File: src/adf_pkg.sv
// shared constants, types and helpers of the demultiplexing output formatter
package adf_pkg;

	// sample word layout
	localparam int CODE_W    = 10;
	localparam int WORD_W    = CODE_W + 1;
	localparam int OOR_BIT   = CODE_W;

	// register byte offsets
	localparam logic [7:0] ADDR_CTRL     = 8'h00;
	localparam logic [7:0] ADDR_STATUS   = 8'h04;
	localparam logic [7:0] ADDR_IRQ_STAT = 8'h08;
	localparam logic [7:0] ADDR_IRQ_MASK = 8'h0c;
	localparam logic [7:0] ADDR_GROUPS   = 8'h10;

	// control register fields
	localparam int CTL_W        = 7;
	localparam int CTL_RATIO    = 0;
	localparam int CTL_CLKTYPE  = 1;
	localparam int CTL_STAGGER  = 2;
	localparam int CTL_GRAY     = 3;
	localparam int CTL_PATTERN  = 4;
	localparam int CTL_SELFTEST = 5;
	localparam int CTL_SLEEP    = 6;
	localparam logic [CTL_W-1:0] CTRL_RESET = 7'h01;

	// interrupt status and mask fields
	localparam int EV_W      = 3;
	localparam int EV_GROUP  = 0;
	localparam int EV_OOR    = 1;
	localparam int EV_ST_ERR = 2;
	localparam logic [EV_W-1:0] IRQ_MASK_RESET = 3'h0;

	// self-test words and synchroniser depths
	localparam logic [CODE_W-1:0] ST_EVEN_WORD = 10'h155;
	localparam logic [CODE_W-1:0] ST_ODD_WORD  = 10'h2aa;
	localparam int SYNC_STAGES = 3;
	localparam int RST_STAGES  = 2;

	// sample phase counter within a group of two or four
	localparam logic [1:0] PH_LAST_4 = 2'h3;
	localparam logic [1:0] PH_LAST_2 = 2'h1;
	localparam logic [1:0] PH_MID_4  = 2'h1;
	localparam logic [1:0] PH_MID_2  = 2'h0;

	typedef enum logic [0:0] {DM_SLEEP, DM_RUN} adf_dm_state_type;

	// natural binary to reflected gray
	function automatic logic [CODE_W-1:0] bin2gray(input logic [CODE_W-1:0] b);
		bin2gray = b ^ (b >> 1);
	endfunction

endpackage

File: src/adf_conv_stage.sv
// converter stage: sampling clock edge finder, pattern substitution and code format
`timescale 1ns/100ps
module adf_conv_stage #(
	parameter int W = 10
) (
	// clock and reset
	input  wire logic         clk,
	input  wire logic         rst_n,
	// pins from the sampling side
	input  wire logic         sample_clk_pin,
	input  wire logic [W-1:0] code_pin,
	input  wire logic         oor_pin,
	// mode controls
	input  wire logic         pattern_en,
	input  wire logic         gray_en,
	// formatted samples
	output logic              smp_valid,
	output logic [W-1:0]      smp_code,
	output logic              smp_oor
);

	localparam int SW = W + 2;

	logic [SW-1:0] s1_q;
	logic [SW-1:0] s2_q;
	logic [SW-1:0] s3_q;
	logic [SW-1:0] filt_q;
	logic          clk_prev_q;
	logic [W-1:0]  pat_q;
	logic          rise;
	logic [W-1:0]  raw_code;

	// three stages; first stage feeds only the second
	always_ff @(posedge clk or negedge rst_n) begin
		if (!rst_n) begin
			s1_q <= '0;
			s2_q <= '0;
			s3_q <= '0;
		end else begin
			s1_q <= {sample_clk_pin, oor_pin, code_pin};
			s2_q <= s1_q;
			s3_q <= s2_q;
		end
	end

	// a bit rises only once stages two and three are both high and falls as soon as they differ, so only one-sample high glitches are rejected
	always_ff @(posedge clk or negedge rst_n) begin
		if (!rst_n) begin
			filt_q     <= '0;
			clk_prev_q <= 1'b0;
		end else begin
			filt_q     <= (s2_q & s3_q) | (filt_q & ~(s2_q ^ s3_q));
			clk_prev_q <= filt_q[SW-1];
		end
	end

	assign rise = filt_q[SW-1] & ~clk_prev_q;

	// ramp restarts at zero after reset so captures line up with the first acquisition
	always_ff @(posedge clk or negedge rst_n) begin
		if (!rst_n) begin
			pat_q <= '0;
		end else if (rise) begin
			pat_q <= pat_q + 1'b1;
		end
	end

	assign raw_code = pattern_en ? pat_q : filt_q[W-1:0]; // RULE13

	// one word per sampling edge: code plus its out-of-range bit
	always_ff @(posedge clk or negedge rst_n) begin
		if (!rst_n) begin
			smp_valid <= 1'b0;
			smp_code  <= '0;
			smp_oor   <= 1'b0;
		end else begin
			smp_valid <= rise; // RULE1
			smp_code  <= gray_en ? adf_pkg::bin2gray(raw_code) : raw_code; // RULE9
			smp_oor   <= pattern_en ? 1'b0 : filt_q[W]; // RULE1
		end
	end

endmodule // adf_conv_stage

File: src/adf_output_formatter.sv
// top: demultiplexer, output clocking, self test, registers and interrupt
//
// Overview of operation
// RULE1: every sample leaves as a 10-bit code with its out-of-range bit, kept together to the port.
// RULE2: each port carries one word per two or four samples, depending on the ratio.
// RULE3: the ratio bit picks 1:2 or 1:4 and samples are spread over two or four ports.
// RULE4: in single-edge mode the data-ready clock has one rising edge per output word.
// RULE5: in double-edge mode every edge of the data-ready clock marks a word.
// RULE6: in staggered mode odd ports launch half a word period after even ports.
// RULE7: in simultaneous mode all ports launch together.
// RULE8: in staggered mode each port's extra bit carries its own clock, else its out-of-range bit; in 1:2 the code holds the C and D extra bits low.
// RULE9: the format bit picks natural binary or gray output code.
// RULE10: the out-of-range bit is presented as an eleventh bit beside each word.
// RULE11: the converter reset acts at once and, after release, restarts at port A with the clock aligned.
// RULE12: the demultiplexer reset clears demultiplexer state on its own.
// RULE13: the pattern bit replaces converted samples with a counting ramp.
// RULE14: the self-test bit feeds a fixed word pair through the demultiplexer and checks it.
// RULE15: the sleep bit stops all output activity.
// RULE16: samples go to ports in turn from port A; in 1:2 only A and B carry data.
// RULE17: the capturing logic samples on the marked edges, using per-port clocks when staggered; the link model captures on data-ready rising edges only.
//
// Chosen here: strobed register access and the register offsets.
`timescale 1ns/100ps
module adf_output_formatter #(
	parameter int CODE_W = adf_pkg::CODE_W
) (
	// clock and resets
	input  wire logic              CLK,
	input  wire logic              RESETN,
	input  wire logic              CONVERTER_RESET_N,
	input  wire logic              DEMUX_ASYNC_RESET,
	// sampling side
	input  wire logic              SAMPLE_CLK,
	input  wire logic [CODE_W-1:0] SAMPLE_CODE,
	input  wire logic              SAMPLE_OOR,
	// register port
	input  wire logic [7:0]        ADDR,
	input  wire logic [31:0]       WDATA,
	input  wire logic              WR,
	input  wire logic              RD,
	output logic [31:0]            RDATA,
	output logic                   IRQ,
	// output ports
	output logic [CODE_W-1:0]      PORT_A_DATA,
	output logic [CODE_W-1:0]      PORT_B_DATA,
	output logic [CODE_W-1:0]      PORT_C_DATA,
	output logic [CODE_W-1:0]      PORT_D_DATA,
	output logic                   PORT_A_EXTRA_BIT,
	output logic                   PORT_B_EXTRA_BIT_OR_CLOCK,
	output logic                   PORT_C_EXTRA_BIT_OR_CLOCK,
	output logic                   PORT_D_EXTRA_BIT_OR_CLOCK,
	output logic                   DATA_READY_CLOCK
);

	localparam int WW = CODE_W + 1;

	logic [adf_pkg::RST_STAGES-1:0] sys_rst_q;
	logic [adf_pkg::RST_STAGES-1:0] cnv_rst_q;
	logic [adf_pkg::RST_STAGES-1:0] dmx_rst_q;
	logic                   rst_n;
	logic                   cv_rst_n;
	logic                   dm_rst_n;
	logic                   al_rst_n;
	logic [adf_pkg::CTL_W-1:0] ctrl_q;
	logic [adf_pkg::EV_W-1:0]  irq_stat_q;
	logic [adf_pkg::EV_W-1:0]  irq_mask_q;
	logic [adf_pkg::EV_W-1:0]  ev;
	logic [31:0]            groups_q;
	logic                   smp_valid;
	logic [CODE_W-1:0]      smp_code;
	logic                   smp_oor;
	adf_pkg::adf_dm_state_type state_q;
	logic [1:0]             ph_q;
	logic [WW-1:0]          buf_q [0:2];
	logic [WW-1:0]          pend_b_q;
	logic [WW-1:0]          pend_d_q;
	logic                   pend_q;
	logic [WW-1:0]          pa_q;
	logic [WW-1:0]          pb_q;
	logic [WW-1:0]          pc_q;
	logic [WW-1:0]          pd_q;
	logic                   ev_clk_q;
	logic                   od_clk_q;
	logic                   st_arm_q;
	logic                   st_chk_ev_q;
	logic                   st_chk_od_q;
	logic                   ratio4;
	logic                   stag;
	logic                   dbl;
	logic                   run;
	logic [1:0]             ph_last;
	logic [1:0]             ph_mid;
	logic [WW-1:0]          in_word;
	logic                   at_last;
	logic                   at_mid;
	logic                   launch_ev;
	logic                   launch_od;
	logic [WW-1:0]          pa_d;
	logic [WW-1:0]          pb_d;
	logic [WW-1:0]          pc_d;
	logic [WW-1:0]          pd_d;
	logic                   ev_clk_d;
	logic                   od_clk_d;
	logic                   st_err;

	// reset release through two flops; assertion stays asynchronous
	always_ff @(posedge CLK or negedge RESETN) begin
		if (!RESETN) begin
			sys_rst_q <= '0;
		end else begin
			sys_rst_q <= {sys_rst_q[0], 1'b1};
		end
	end

	always_ff @(posedge CLK or negedge CONVERTER_RESET_N) begin
		if (!CONVERTER_RESET_N) begin
			cnv_rst_q <= '0; // RULE11
		end else begin
			cnv_rst_q <= {cnv_rst_q[0], 1'b1};
		end
	end

	always_ff @(posedge CLK or posedge DEMUX_ASYNC_RESET) begin
		if (DEMUX_ASYNC_RESET) begin
			dmx_rst_q <= '0; // RULE12
		end else begin
			dmx_rst_q <= {dmx_rst_q[0], 1'b1};
		end
	end

	// combined resets: converter side, demux side, and the alignment both share
	assign rst_n    = sys_rst_q[1];
	assign cv_rst_n = rst_n & cnv_rst_q[1];
	assign dm_rst_n = rst_n & dmx_rst_q[1];
	assign al_rst_n = dm_rst_n & cv_rst_n;

	adf_conv_stage #(
		.W (CODE_W)
	) u_conv (
		.clk            (CLK),
		.rst_n          (cv_rst_n),
		.sample_clk_pin (SAMPLE_CLK),
		.code_pin       (SAMPLE_CODE),
		.oor_pin        (SAMPLE_OOR),
		.pattern_en     (ctrl_q[adf_pkg::CTL_PATTERN]),
		.gray_en        (ctrl_q[adf_pkg::CTL_GRAY]),
		.smp_valid      (smp_valid),
		.smp_code       (smp_code),
		.smp_oor        (smp_oor)
	);

	// mode decode
	assign ratio4  = ctrl_q[adf_pkg::CTL_RATIO]; // RULE3
	assign stag    = ctrl_q[adf_pkg::CTL_STAGGER];
	assign dbl     = ctrl_q[adf_pkg::CTL_CLKTYPE];
	assign run     = (state_q == adf_pkg::DM_RUN);
	assign ph_last = ratio4 ? adf_pkg::PH_LAST_4 : adf_pkg::PH_LAST_2;
	assign ph_mid  = ratio4 ? adf_pkg::PH_MID_4 : adf_pkg::PH_MID_2;
	assign at_last = run & smp_valid & (ph_q >= ph_last);
	assign at_mid  = run & smp_valid & (ph_q == ph_mid);

	// self test swaps the converter for a fixed even/odd word pair
	assign in_word = ctrl_q[adf_pkg::CTL_SELFTEST] ?
		{1'b0, (ph_q[0] ? adf_pkg::ST_ODD_WORD : adf_pkg::ST_EVEN_WORD)} :
		{smp_oor, smp_code}; // RULE14

	// launch points: even ports at group end, odd ports with them or half a word later
	assign launch_ev = at_last;
	assign launch_od = stag ? (at_mid & pend_q) : at_last; // RULE6 RULE7

	// next port words and clocks; extra bits must change with the data, not a cycle later
	always_comb begin
		pa_d     = pa_q;
		pb_d     = pb_q;
		pc_d     = pc_q;
		pd_d     = pd_q;
		ev_clk_d = ev_clk_q;
		od_clk_d = od_clk_q;
		if (launch_ev) begin
			pa_d = buf_q[0]; // RULE16
			pc_d = ratio4 ? buf_q[2] : '0; // RULE16
		end
		if (launch_od) begin
			pb_d = stag ? pend_b_q : (ratio4 ? buf_q[1] : in_word);
			pd_d = stag ? pend_d_q : (ratio4 ? in_word : '0);
		end
		if (!run) begin
			ev_clk_d = 1'b0; // RULE15
			od_clk_d = 1'b0;
		end else if (dbl) begin
			if (at_mid) ev_clk_d = ~ev_clk_q; // RULE5
			if (at_last) od_clk_d = ~od_clk_q;
		end else begin
			if (at_last) ev_clk_d = 1'b0; // RULE4
			else if (at_mid) ev_clk_d = 1'b1;
			if (at_mid) od_clk_d = 1'b0;
			else if (at_last) od_clk_d = 1'b1;
		end
	end

	// sleep state follows the control bit
	always_ff @(posedge CLK or negedge dm_rst_n) begin
		if (!dm_rst_n) begin
			state_q <= adf_pkg::DM_RUN;
		end else if (ctrl_q[adf_pkg::CTL_SLEEP]) begin
			state_q <= adf_pkg::DM_SLEEP; // RULE15
		end else begin
			state_q <= adf_pkg::DM_RUN;
		end
	end

	// sample phase: restarts at port A after either reset and while asleep
	always_ff @(posedge CLK or negedge al_rst_n) begin
		if (!al_rst_n) begin
			ph_q <= '0; // RULE11 RULE12
		end else if (!run) begin
			ph_q <= '0;
		end else if (smp_valid) begin
			ph_q <= at_last ? 2'h0 : ph_q + 2'h1; // RULE2
		end
	end

	// collect samples of the group; the last sample goes straight to its port, or to the pending word when staggered
	always_ff @(posedge CLK or negedge dm_rst_n) begin
		if (!dm_rst_n) begin
			buf_q[0] <= '0;
			buf_q[1] <= '0;
			buf_q[2] <= '0;
		end else if (run && smp_valid && !at_last) begin
			buf_q[ph_q] <= in_word; // RULE1 RULE16
		end
	end

	// odd words wait here so the next group can refill the buffer meanwhile
	always_ff @(posedge CLK or negedge al_rst_n) begin
		if (!al_rst_n) begin
			pend_b_q <= '0;
			pend_d_q <= '0;
			pend_q   <= 1'b0;
		end else if (!run) begin
			pend_q <= 1'b0;
		end else if (launch_ev && stag) begin
			pend_b_q <= ratio4 ? buf_q[1] : in_word;
			pend_d_q <= ratio4 ? in_word : '0;
			pend_q   <= 1'b1;
		end else if (launch_od) begin
			pend_q <= 1'b0;
		end
	end

	// port words, clocks and extra bits
	always_ff @(posedge CLK or negedge al_rst_n) begin
		if (!al_rst_n) begin
			pa_q     <= '0;
			pb_q     <= '0;
			pc_q     <= '0;
			pd_q     <= '0;
			ev_clk_q <= 1'b0;
			od_clk_q <= 1'b0;
		end else begin
			pa_q     <= pa_d;
			pb_q     <= pb_d;
			pc_q     <= pc_d;
			pd_q     <= pd_d;
			ev_clk_q <= ev_clk_d;
			od_clk_q <= od_clk_d;
		end
	end

	// output pins, each straight from a flop
	always_ff @(posedge CLK or negedge al_rst_n) begin
		if (!al_rst_n) begin
			PORT_A_DATA               <= '0;
			PORT_B_DATA               <= '0;
			PORT_C_DATA               <= '0;
			PORT_D_DATA               <= '0;
			PORT_A_EXTRA_BIT          <= 1'b0;
			PORT_B_EXTRA_BIT_OR_CLOCK <= 1'b0;
			PORT_C_EXTRA_BIT_OR_CLOCK <= 1'b0;
			PORT_D_EXTRA_BIT_OR_CLOCK <= 1'b0;
			DATA_READY_CLOCK          <= 1'b0;
		end else begin
			PORT_A_DATA               <= pa_d[CODE_W-1:0];
			PORT_B_DATA               <= pb_d[CODE_W-1:0];
			PORT_C_DATA               <= pc_d[CODE_W-1:0];
			PORT_D_DATA               <= pd_d[CODE_W-1:0];
			PORT_A_EXTRA_BIT          <= stag ? ev_clk_d : pa_d[CODE_W]; // RULE8 RULE10
			PORT_B_EXTRA_BIT_OR_CLOCK <= stag ? od_clk_d : pb_d[CODE_W]; // RULE8 RULE10
			// in 1:2 port c and d stay quiet even when staggered
			PORT_C_EXTRA_BIT_OR_CLOCK <= stag ? (ev_clk_d & ratio4) : pc_d[CODE_W]; // RULE8
			PORT_D_EXTRA_BIT_OR_CLOCK <= stag ? (od_clk_d & ratio4) : pd_d[CODE_W]; // RULE8
			DATA_READY_CLOCK          <= ev_clk_d; // RULE4 RULE5
		end
	end

	// self-test check one cycle after a launch; only groups that ran fully in test mode count, except the arming group's odd words when staggered
	always_ff @(posedge CLK or negedge dm_rst_n) begin
		if (!dm_rst_n) begin
			st_arm_q    <= 1'b0;
			st_chk_ev_q <= 1'b0;
			st_chk_od_q <= 1'b0;
		end else begin
			if (!ctrl_q[adf_pkg::CTL_SELFTEST] || !run) begin
				st_arm_q <= 1'b0;
			end else if (launch_ev) begin
				st_arm_q <= 1'b1;
			end
			st_chk_ev_q <= launch_ev & st_arm_q & ctrl_q[adf_pkg::CTL_SELFTEST]; // RULE14
			st_chk_od_q <= launch_od & st_arm_q & ctrl_q[adf_pkg::CTL_SELFTEST]; // RULE14
		end
	end

	assign st_err = (st_chk_ev_q && (pa_q[CODE_W-1:0] != adf_pkg::ST_EVEN_WORD ||
		(ratio4 && pc_q[CODE_W-1:0] != adf_pkg::ST_EVEN_WORD))) ||
		(st_chk_od_q && (pb_q[CODE_W-1:0] != adf_pkg::ST_ODD_WORD ||
		(ratio4 && pd_q[CODE_W-1:0] != adf_pkg::ST_ODD_WORD))); // RULE14

	// events for the interrupt status
	always_comb begin
		ev                     = '0;
		ev[adf_pkg::EV_GROUP]  = launch_ev;
		ev[adf_pkg::EV_OOR]    = run & smp_valid & smp_oor & ~ctrl_q[adf_pkg::CTL_SELFTEST];
		ev[adf_pkg::EV_ST_ERR] = st_err;
	end

	// control and mask registers
	always_ff @(posedge CLK or negedge rst_n) begin
		if (!rst_n) begin
			ctrl_q     <= adf_pkg::CTRL_RESET;
			irq_mask_q <= adf_pkg::IRQ_MASK_RESET;
		end else if (WR) begin
			if (ADDR == adf_pkg::ADDR_CTRL) begin
				ctrl_q <= WDATA[adf_pkg::CTL_W-1:0];
			end else if (ADDR == adf_pkg::ADDR_IRQ_MASK) begin
				irq_mask_q <= WDATA[adf_pkg::EV_W-1:0];
			end
		end
	end

	// sticky status cleared by its read; a new event in that cycle survives
	always_ff @(posedge CLK or negedge rst_n) begin
		if (!rst_n) begin
			irq_stat_q <= '0;
		end else if (RD && ADDR == adf_pkg::ADDR_IRQ_STAT) begin
			irq_stat_q <= ev;
		end else begin
			irq_stat_q <= irq_stat_q | ev;
		end
	end

	// launched group counter, wraps
	always_ff @(posedge CLK or negedge dm_rst_n) begin
		if (!dm_rst_n) begin
			groups_q <= '0;
		end else if (launch_ev) begin
			groups_q <= groups_q + 32'h1;
		end
	end

	// read data one cycle after the strobe; unmapped offsets read zero
	always_ff @(posedge CLK or negedge rst_n) begin
		if (!rst_n) begin
			RDATA <= '0;
		end else if (!RD) begin
			RDATA <= '0;
		end else if (ADDR == adf_pkg::ADDR_CTRL) begin
			RDATA <= {25'h0, ctrl_q};
		end else if (ADDR == adf_pkg::ADDR_STATUS) begin
			RDATA <= {26'h0, st_arm_q, pend_q, ph_q, ev_clk_q, run};
		end else if (ADDR == adf_pkg::ADDR_IRQ_STAT) begin
			RDATA <= {29'h0, irq_stat_q};
		end else if (ADDR == adf_pkg::ADDR_IRQ_MASK) begin
			RDATA <= {29'h0, irq_mask_q};
		end else if (ADDR == adf_pkg::ADDR_GROUPS) begin
			RDATA <= groups_q;
		end else begin
			RDATA <= '0;
		end
	end

	// level interrupt, one cycle behind the status
	always_ff @(posedge CLK or negedge rst_n) begin
		if (!rst_n) begin
			IRQ <= 1'b0;
		end else begin
			IRQ <= |(irq_stat_q & irq_mask_q);
		end
	end

endmodule // adf_output_formatter

File: config.mk
export PLATFORM = sky130hd
export DESIGN_NAME = adf_output_formatter
export DESIGN_NICKNAME = d
export VERILOG_FILES = /design/src/adf_pkg.sv /design/src/adf_conv_stage.sv /design/src/adf_output_formatter.sv
export SDC_FILE = /design/constraint.sdc
export NUM_CORES = 1
export LEC_CHECK = 0
export BUFFER_PORTS_ARGS = -buffer_cell sky130_fd_sc_hd__buf_2
export CAP_MARGIN = 25
export CORE_ASPECT_RATIO = 0.8
export CORE_MARGIN = 2
export CORE_UTILIZATION = 58
export DETAILED_ROUTE_END_ITERATION = 7
export HOLD_SLACK_MARGIN = 0.03
export MAX_ROUTING_LAYER = met4
export PLACE_DENSITY_LB_ADDON = 0.05
export SYNTH_ARGS = -nofsm -noshare
export SYNTH_HDL_FRONTEND = slang
export SYNTH_SLANG_ARGS = --single-unit
File: constraint.sdc
create_clock -name CLK -period 10.52 [get_ports CLK]
set_input_delay 2.104 -clock CLK [delete_from_list [all_inputs] [get_ports CLK]]
set_output_delay 2.104 -clock CLK [all_outputs]
set_load 0.03 [all_outputs]
# After elaboration in Yosys (flattened, before gate mapping)
# Index checks and enable logic that the tools add are counted.
dict set report classes {
  eq_ne 11
  bitwise 30
  n_addsub 3
  mux 50
  n_reduce_logical 22
  order_cmp 3
}
# operator n
set op_table {}
lappend op_table {{2-to-1 mux 32 bit} 6}
lappend op_table {{2-to-1 mux 11 bit} 11}
lappend op_table {{bitwise mux 33 bit} 1}
lappend op_table {{adder 32 x 1 -> 32 bit (second input constant)} 1}
lappend op_table {{2-to-1 mux 10 bit} 3}
lappend op_table {{AND 12 bit} 2}
lappend op_table {{2-to-1 mux 1 bit} 23}
lappend op_table {{demux 11 bit (select 2 bit)} 1}
lappend op_table {{!= test 10 bit (second input constant)} 2}
lappend op_table {{!= test 10 x 9 -> 1 bit (second input constant)} 2}
lappend op_table {{AND 1 bit} 16}
lappend op_table {{equality test 8 x 4 -> 1 bit (second input constant)} 2}
lappend op_table {{inverter 12 bit} 1}
lappend op_table {{bitwise OR 12 bit} 1}
lappend op_table {{XOR 12 bit} 1}
lappend op_table {{adder 10 x 1 -> 10 bit (second input constant)} 1}
lappend op_table {{XOR 10 x 9 -> 10 bit} 1}
lappend op_table {{logical AND 1 bit} 9}
lappend op_table {{equality test 8 x 3 -> 1 bit (second input constant)} 1}
lappend op_table {{equality test 8 x 5 -> 1 bit (second input constant)} 1}
lappend op_table {{logical NOT 8 bit} 1}
lappend op_table {{2-to-1 mux 2 bit} 4}
lappend op_table {{inverter 1 bit} 5}
lappend op_table {{logical OR 1 bit} 4}
lappend op_table {{16 further kinds} 19}
dict set report word_totals {
  input_bits 58
  ff_bits 307
  output_inout_bits 78
  word_cells 162
}

# Logic depth before layout (Yosys ltp)
dict set report logic_depth {
  ltp_word 9
  mapped_depth 12
  depth_no_buf 9
}

# Modules after synthesis
# Synthesis repeated with hierarchy kept, for this count alone.
dict set report hier_totals {
  hier_cells 1031
  hier_area_um2 11522.3
}
# mod cells_each instances seq_area_each_um2 area_per_inst_um2
set by_module_without_submodules {}
lappend by_module_without_submodules {adf_output_formatter 839 1 4907.2 8837.2}
lappend by_module_without_submodules {adf_conv_stage 192 1 1776.7 2685.1}

# Worst setup path after synthesis
# Ideal clock, no wire load.
dict set report synth_timing {
  path_type {in2reg}
  start {input port ADDR[4]}
  end {register ctrl_q[1] (netlist bit)}
  n_path_buf 1
  setup_time_ns 0.125
  path_stages 5
  arrival_time_ns 3.187
  path_slack_ns 7.208
  path_cell_list {nor4_4 and2_1 buf_6 nand2_8 mux2_4}
}
dict set report synth_between {
  elab_chain_len 2
}
# element line
set synth_rtl {}
lappend synth_rtl {{from (decl)} adf_output_formatter.sv:37} ;# input wire logic [7:0] ADDR,
lappend synth_rtl {{logical NOT 8 bit} adf_output_formatter.sv:332} ;# if (ADDR == adf_pkg::ADDR_CTRL) begin
lappend synth_rtl {{AND reduction 2 bit (no source line)} --}
lappend synth_rtl {{to (signal assigned)} adf_output_formatter.sv:329} ;# ctrl_q <= adf_pkg::CTRL_RESET;
lappend synth_rtl {{to (signal assigned)} adf_output_formatter.sv:333} ;# ctrl_q <= WDATA[adf_pkg::CTL_W-1:0];
lappend synth_rtl {{to (decl)} adf_output_formatter.sv:64} ;# logic [adf_pkg::CTL_W-1:0] ctrl_q;
# Every way passes these cells.
# A chain may end at the register's enable or synchronous reset.

# Worst setup path after layout
dict set report layout_timing {
  start {register ctrl_q[0] (netlist bit)}
  end {register PORT_D_DATA[0]}
}
dict set report layout_between {
  elab_chain_len 6
  word_cells_on_any_way 11
  classes_between {order compare (1); eq/ne (1); mux (6); bitwise (3)}
}
# element line
set layout_rtl {}
lappend layout_rtl {{2-to-1 mux 1 bit} adf_output_formatter.sv:158} ;# assign ph_mid = ratio4 ? adf_pkg::PH_MID_4 : adf_pkg::PH_MID_2;
lappend layout_rtl {{equality test 2 x 1 -> 1 bit} adf_output_formatter.sv:160} ;# assign at_mid = run & smp_valid & (ph_q == ph_mid);
lappend layout_rtl {{AND 1 bit} adf_output_formatter.sv:160}
lappend layout_rtl {{AND 1 bit} adf_output_formatter.sv:169} ;# assign launch_od = stag ? (at_mid & pend_q) : at_last;
lappend layout_rtl {{2-to-1 mux 1 bit} adf_output_formatter.sv:169}
lappend layout_rtl {{2-to-1 mux 11 bit (*)} adf_output_formatter.sv:183} ;# if (launch_od) begin
lappend layout_rtl {{to (signal assigned)} adf_output_formatter.sv:286} ;# PORT_D_DATA <= pd_d[CODE_W-1:0];
lappend layout_rtl {{to (decl)} adf_output_formatter.sv:47} ;# output logic [CODE_W-1:0] PORT_D_DATA,
# Mark *: on every way between the ends. The rest lies on a longest branch, timed or not.

==> flow_summary.json <==
{
  "clockBufferDepth": 3,
  "synth_ff_type": "dfrtp_1",
  "drv_cap": 0,
  "synth-seq-cells": 267,
  "cts_hold_buffers": 0,
  "fin_cells": 1368,
  "fp.dieW_um": 161,
  "tightest_slew_ns": 0.989,
  "power_per_cell_area_nw_per_um2": 219,
  "synthAdderAreaFrac_pct": 2.18,
  "die_h_um": 130,
  "hold_viol": 0,
  "crit_top_cell": "inv_2",
  "path_buf_inv": 2,
  "cp.arrival_ns": 4.61,
  "drtIter0Drc": 541,
  "placedCellCount": 1319,
  "first_pass_iters": 5,
  "irDropWorstVdd_mv": 0.180,
  "die_area_um2": 20900,
  "period_share_pct": 39.9,
  "power_leakage_uw": 0.00633,
  "async_flop_share_pct": 100,
  "diodes": 0,
  "ys_types": 62,
  "critPathLaunchType": "flop",
  "synth_xor_xnor_area_share_pct": 3.36,
  "synth_most_common_cell": "dfrtp_1",
  "path_delay_family": "flip-flops",
  "path_max_fanout": 39,
  "syn-cell-area_um2": 11500,
  "r2r_start": "ctrl_q[0]$_DFFE_PN1P_",
  "rrSetupSlack_ns": 6.32,
  "synth_top_cell_by_area": "dfrtp_1",
  "fmax_ghz": 0.238,
  "rsz0062_at_grt": "no",
  "vias": 7480,
  "yosys-mux-area-fraction_pct": 5.38,
  "multi_input_area_um2": 4130,
  "grt_max_degree": 72,
  "cts_buffers": 26,
  "nets": 1168,
  "hp-class": "flop to async pin",
  "cp_cell_sequence": "inv_2 -> ha_1 -> a21oi_2 -> nor2_4 -> inv_2 -> o22ai_4 -> mux2_2",
  "seqCellArea_um2": 6690,
  "netlist_instances": 1040,
  "synth_top_area_share_pct": 57.8,
  "place.gp.congestion": 0.821,
  "synth_top_family_by_area": "simple AND/OR/NAND/NOR gates",
  "cp_data_required_time_ns": 10.93,
  "cts_root_buf": "clkbuf_16",
  "cts.sinks": 267,
  "slowest_delay_ns": 1.00,
  "worstRegToRegCells": 7,
  "yosysSeqAreaShare_pct": 58.2,
  "avgRoutedWirePerCell_um": 16.7,
  "yosysWarnings": 0,
  "synth.area.top_cells": "dfrtp_1, nand2_1, o21ai_0",
  "syn2layout_area_growth_pct": 11.0,
  "worst-path-stages": 7,
  "dp_hpwl_um": 15200,
  "path_clk_slew_ns": 0.06,
  "overflow": 0,
  "drive_gt1_share_pct": 19.9,
  "initial_core_util_pct": 59.8,
  "core_area_um2": 19200,
  "post_cts_resized": 0,
  "setup-tns-final_ns": 0,
  "slew_violations": 0,
  "end_kind": "flop",
  "report.final.setup_viol": 0,
  "tritoncts": "built",
  "run_status": "complete, no violations",
  "finalPower_uw": 2800,
  "fp-row-count": 45,
  "drtAntennaViolNets": 0,
  "port_buffers": 110,
  "slew-limit-headroom_pct": 34.0,
  "vias_per_cell": 5.47,
  "grt_antenna_before_repair": 0,
  "cp_slowest_cell": "dfstp_2",
  "cts_setup_buffers": 0,
  "avgSynthCellArea_um2": 11.0,
  "drc": 0,
  "cts_htree_levels": 1,
  "synth-simple-area-share_pct": 15.6,
  "gr-usage-all-layers_pct": 23.3,
  "cp-startpoint": "ctrl_q[0]$_DFFE_PN1P_",
  "place_worst_setup_slack_ns": 6.26,
  "synth_edf_count": 0,
  "timing.rr.end": "PORT_D_DATA[0]$_DFFE_PN0P_",
  "min_period_ns": 4.20,
  "pin_count": 136,
  "fin_hold_ws_ns": 0.341,
  "final.setup_skew_ns": 0.0115,
  "setup_ws_ns": 6.32,
  "grt_pass1_wl_um": 37500,
  "synth_compound_area_share_pct": 9.30,
  "endpoint": "PORT_D_DATA[0]$_DFFE_PN0P_",
  "grt_pass1_vias": 7004,
  "crit_type": "flop to flop",
  "clk_latency_ns": 0.53,
  "nFillCells": 1514,
  "ys_top_cells_by_count": "dfrtp_1, nand2_1, o21ai_0",
  "drt-total-wl_um": 22800
}
[cell families (layout without fill, tap and decap cells)]
kind of cell	after synthesis	in the layout
xor gates and xnor gates	44	44
buffers and inverters	128	196
other	1	3
muxes	54	54
adders and majority gates	20	20
DFF	267	267
and+or+nand+nor	351	351
AOI/OAI and AO/OA	175	175
[report_power, final]
part	internal (uW)	switching [uW]	total, uW
registers	1190	140	1340
logic	190	335	525
clock network	555	381	935
total	1940	856	2800
[worst min path at each step]
stage,end,start,cells after the start
after global routing,dmx_rst_q[1]$_DFF_PP0_,dmx_rst_q[0]$_DFF_PP0_,0
after CTS,u_conv.s2_q[2]$_DFF_PN0_,u_conv.s1_q[2]$_DFF_PN0_,0
after floorplan,cnv_rst_q[1]$_DFF_PN0_,cnv_rst_q[0]$_DFF_PN0_,0
after detailed placement,u_conv.s2_q[2]$_DFF_PN0_,u_conv.s1_q[2]$_DFF_PN0_,0
after global placement,cnv_rst_q[1]$_DFF_PN0_,cnv_rst_q[0]$_DFF_PN0_,0
final,DATA_READY_CLOCK$_DFF_PN0_,cnv_rst_q[1]$_DFF_PN0_,1
[sequential cells by signal, summed over array words and instances (netlist names), 10 cells and up]
signal           count
u_conv.s1_q         12
pend_b_q            11
u_conv.smp_code     10
pend_d_q            11
buf_q               33
groups_q            32
u_conv.pat_q        10
u_conv.s3_q         12
RDATA               32
u_conv.s2_q         12
u_conv.filt_q       12
[cell type report]
class / count / share of cell area [%]
clock inverter: 8 / 0.707
sequential: 267 / 52.4
timing repair buffer: 117 / 4.89
inverter: 31 / 0.913
clock buffer: 40 / 6.08
tap: 258 / 2.53
multi-input combinational: 647 / 32.4
[per-stage QoR]
stage | util (%) | instance area [um2]
floorplan | - | 11500
global placement | 61.7 | 11800
detailed placement | 61.8 | 11900
CTS | 66.3 | 12700
global route | 66.4 | 12700
finish | 66.4 | 12700
[routing by layer]
layer | global-route usage (%) | up-vias | wire length (um)
li1 | - | 3630 | -
met4 | 4.88 | 0 | 428
met2 | 33.2 | 192 | 9970
met5 | - | - | 0
met3 | 3.18 | 33 | 1040
met1 | 36.0 | 3625 | 11400
[cell usage in the layout (no fill, tap or decap), types with 3 or more instances in the layout]
| master | count |
|---|---|
| and3_1 | 33 |
| dfrtp_1 | 264 |
| o31ai_1 | 7 |
| clkbuf_8 | 5 |
| nor2_1 | 33 |
| nand4_1 | 22 |
| clkbuf_1 | 8 |
| nor2b_1 | 9 |
| buf_2 | 110 |
| o221a_1 | 3 |
| a21o_1 | 24 |
| a22oi_1 | 5 |
| clkbuf_16 | 27 |
| clkinv_2 | 6 |
| nor4_1 | 5 |
| mux2_2 | 33 |
| a21oi_1 | 25 |
| nand2_1 | 157 |
| a211oi_1 | 8 |
| o21ai_0 | 89 |
| buf_4 | 6 |
| mux2i_1 | 13 |
| nand3_1 | 43 |
| nor4bb_1 | 6 |
| nand2b_1 | 11 |
| xnor2_1 | 35 |
| mux2_4 | 7 |
| xor2_1 | 9 |
| nor3_1 | 5 |
| ha_1 | 20 |
| conb_1 | 3 |
| inv_1 | 29 |
No activity file was read; power rests on OpenSTA's default activity.
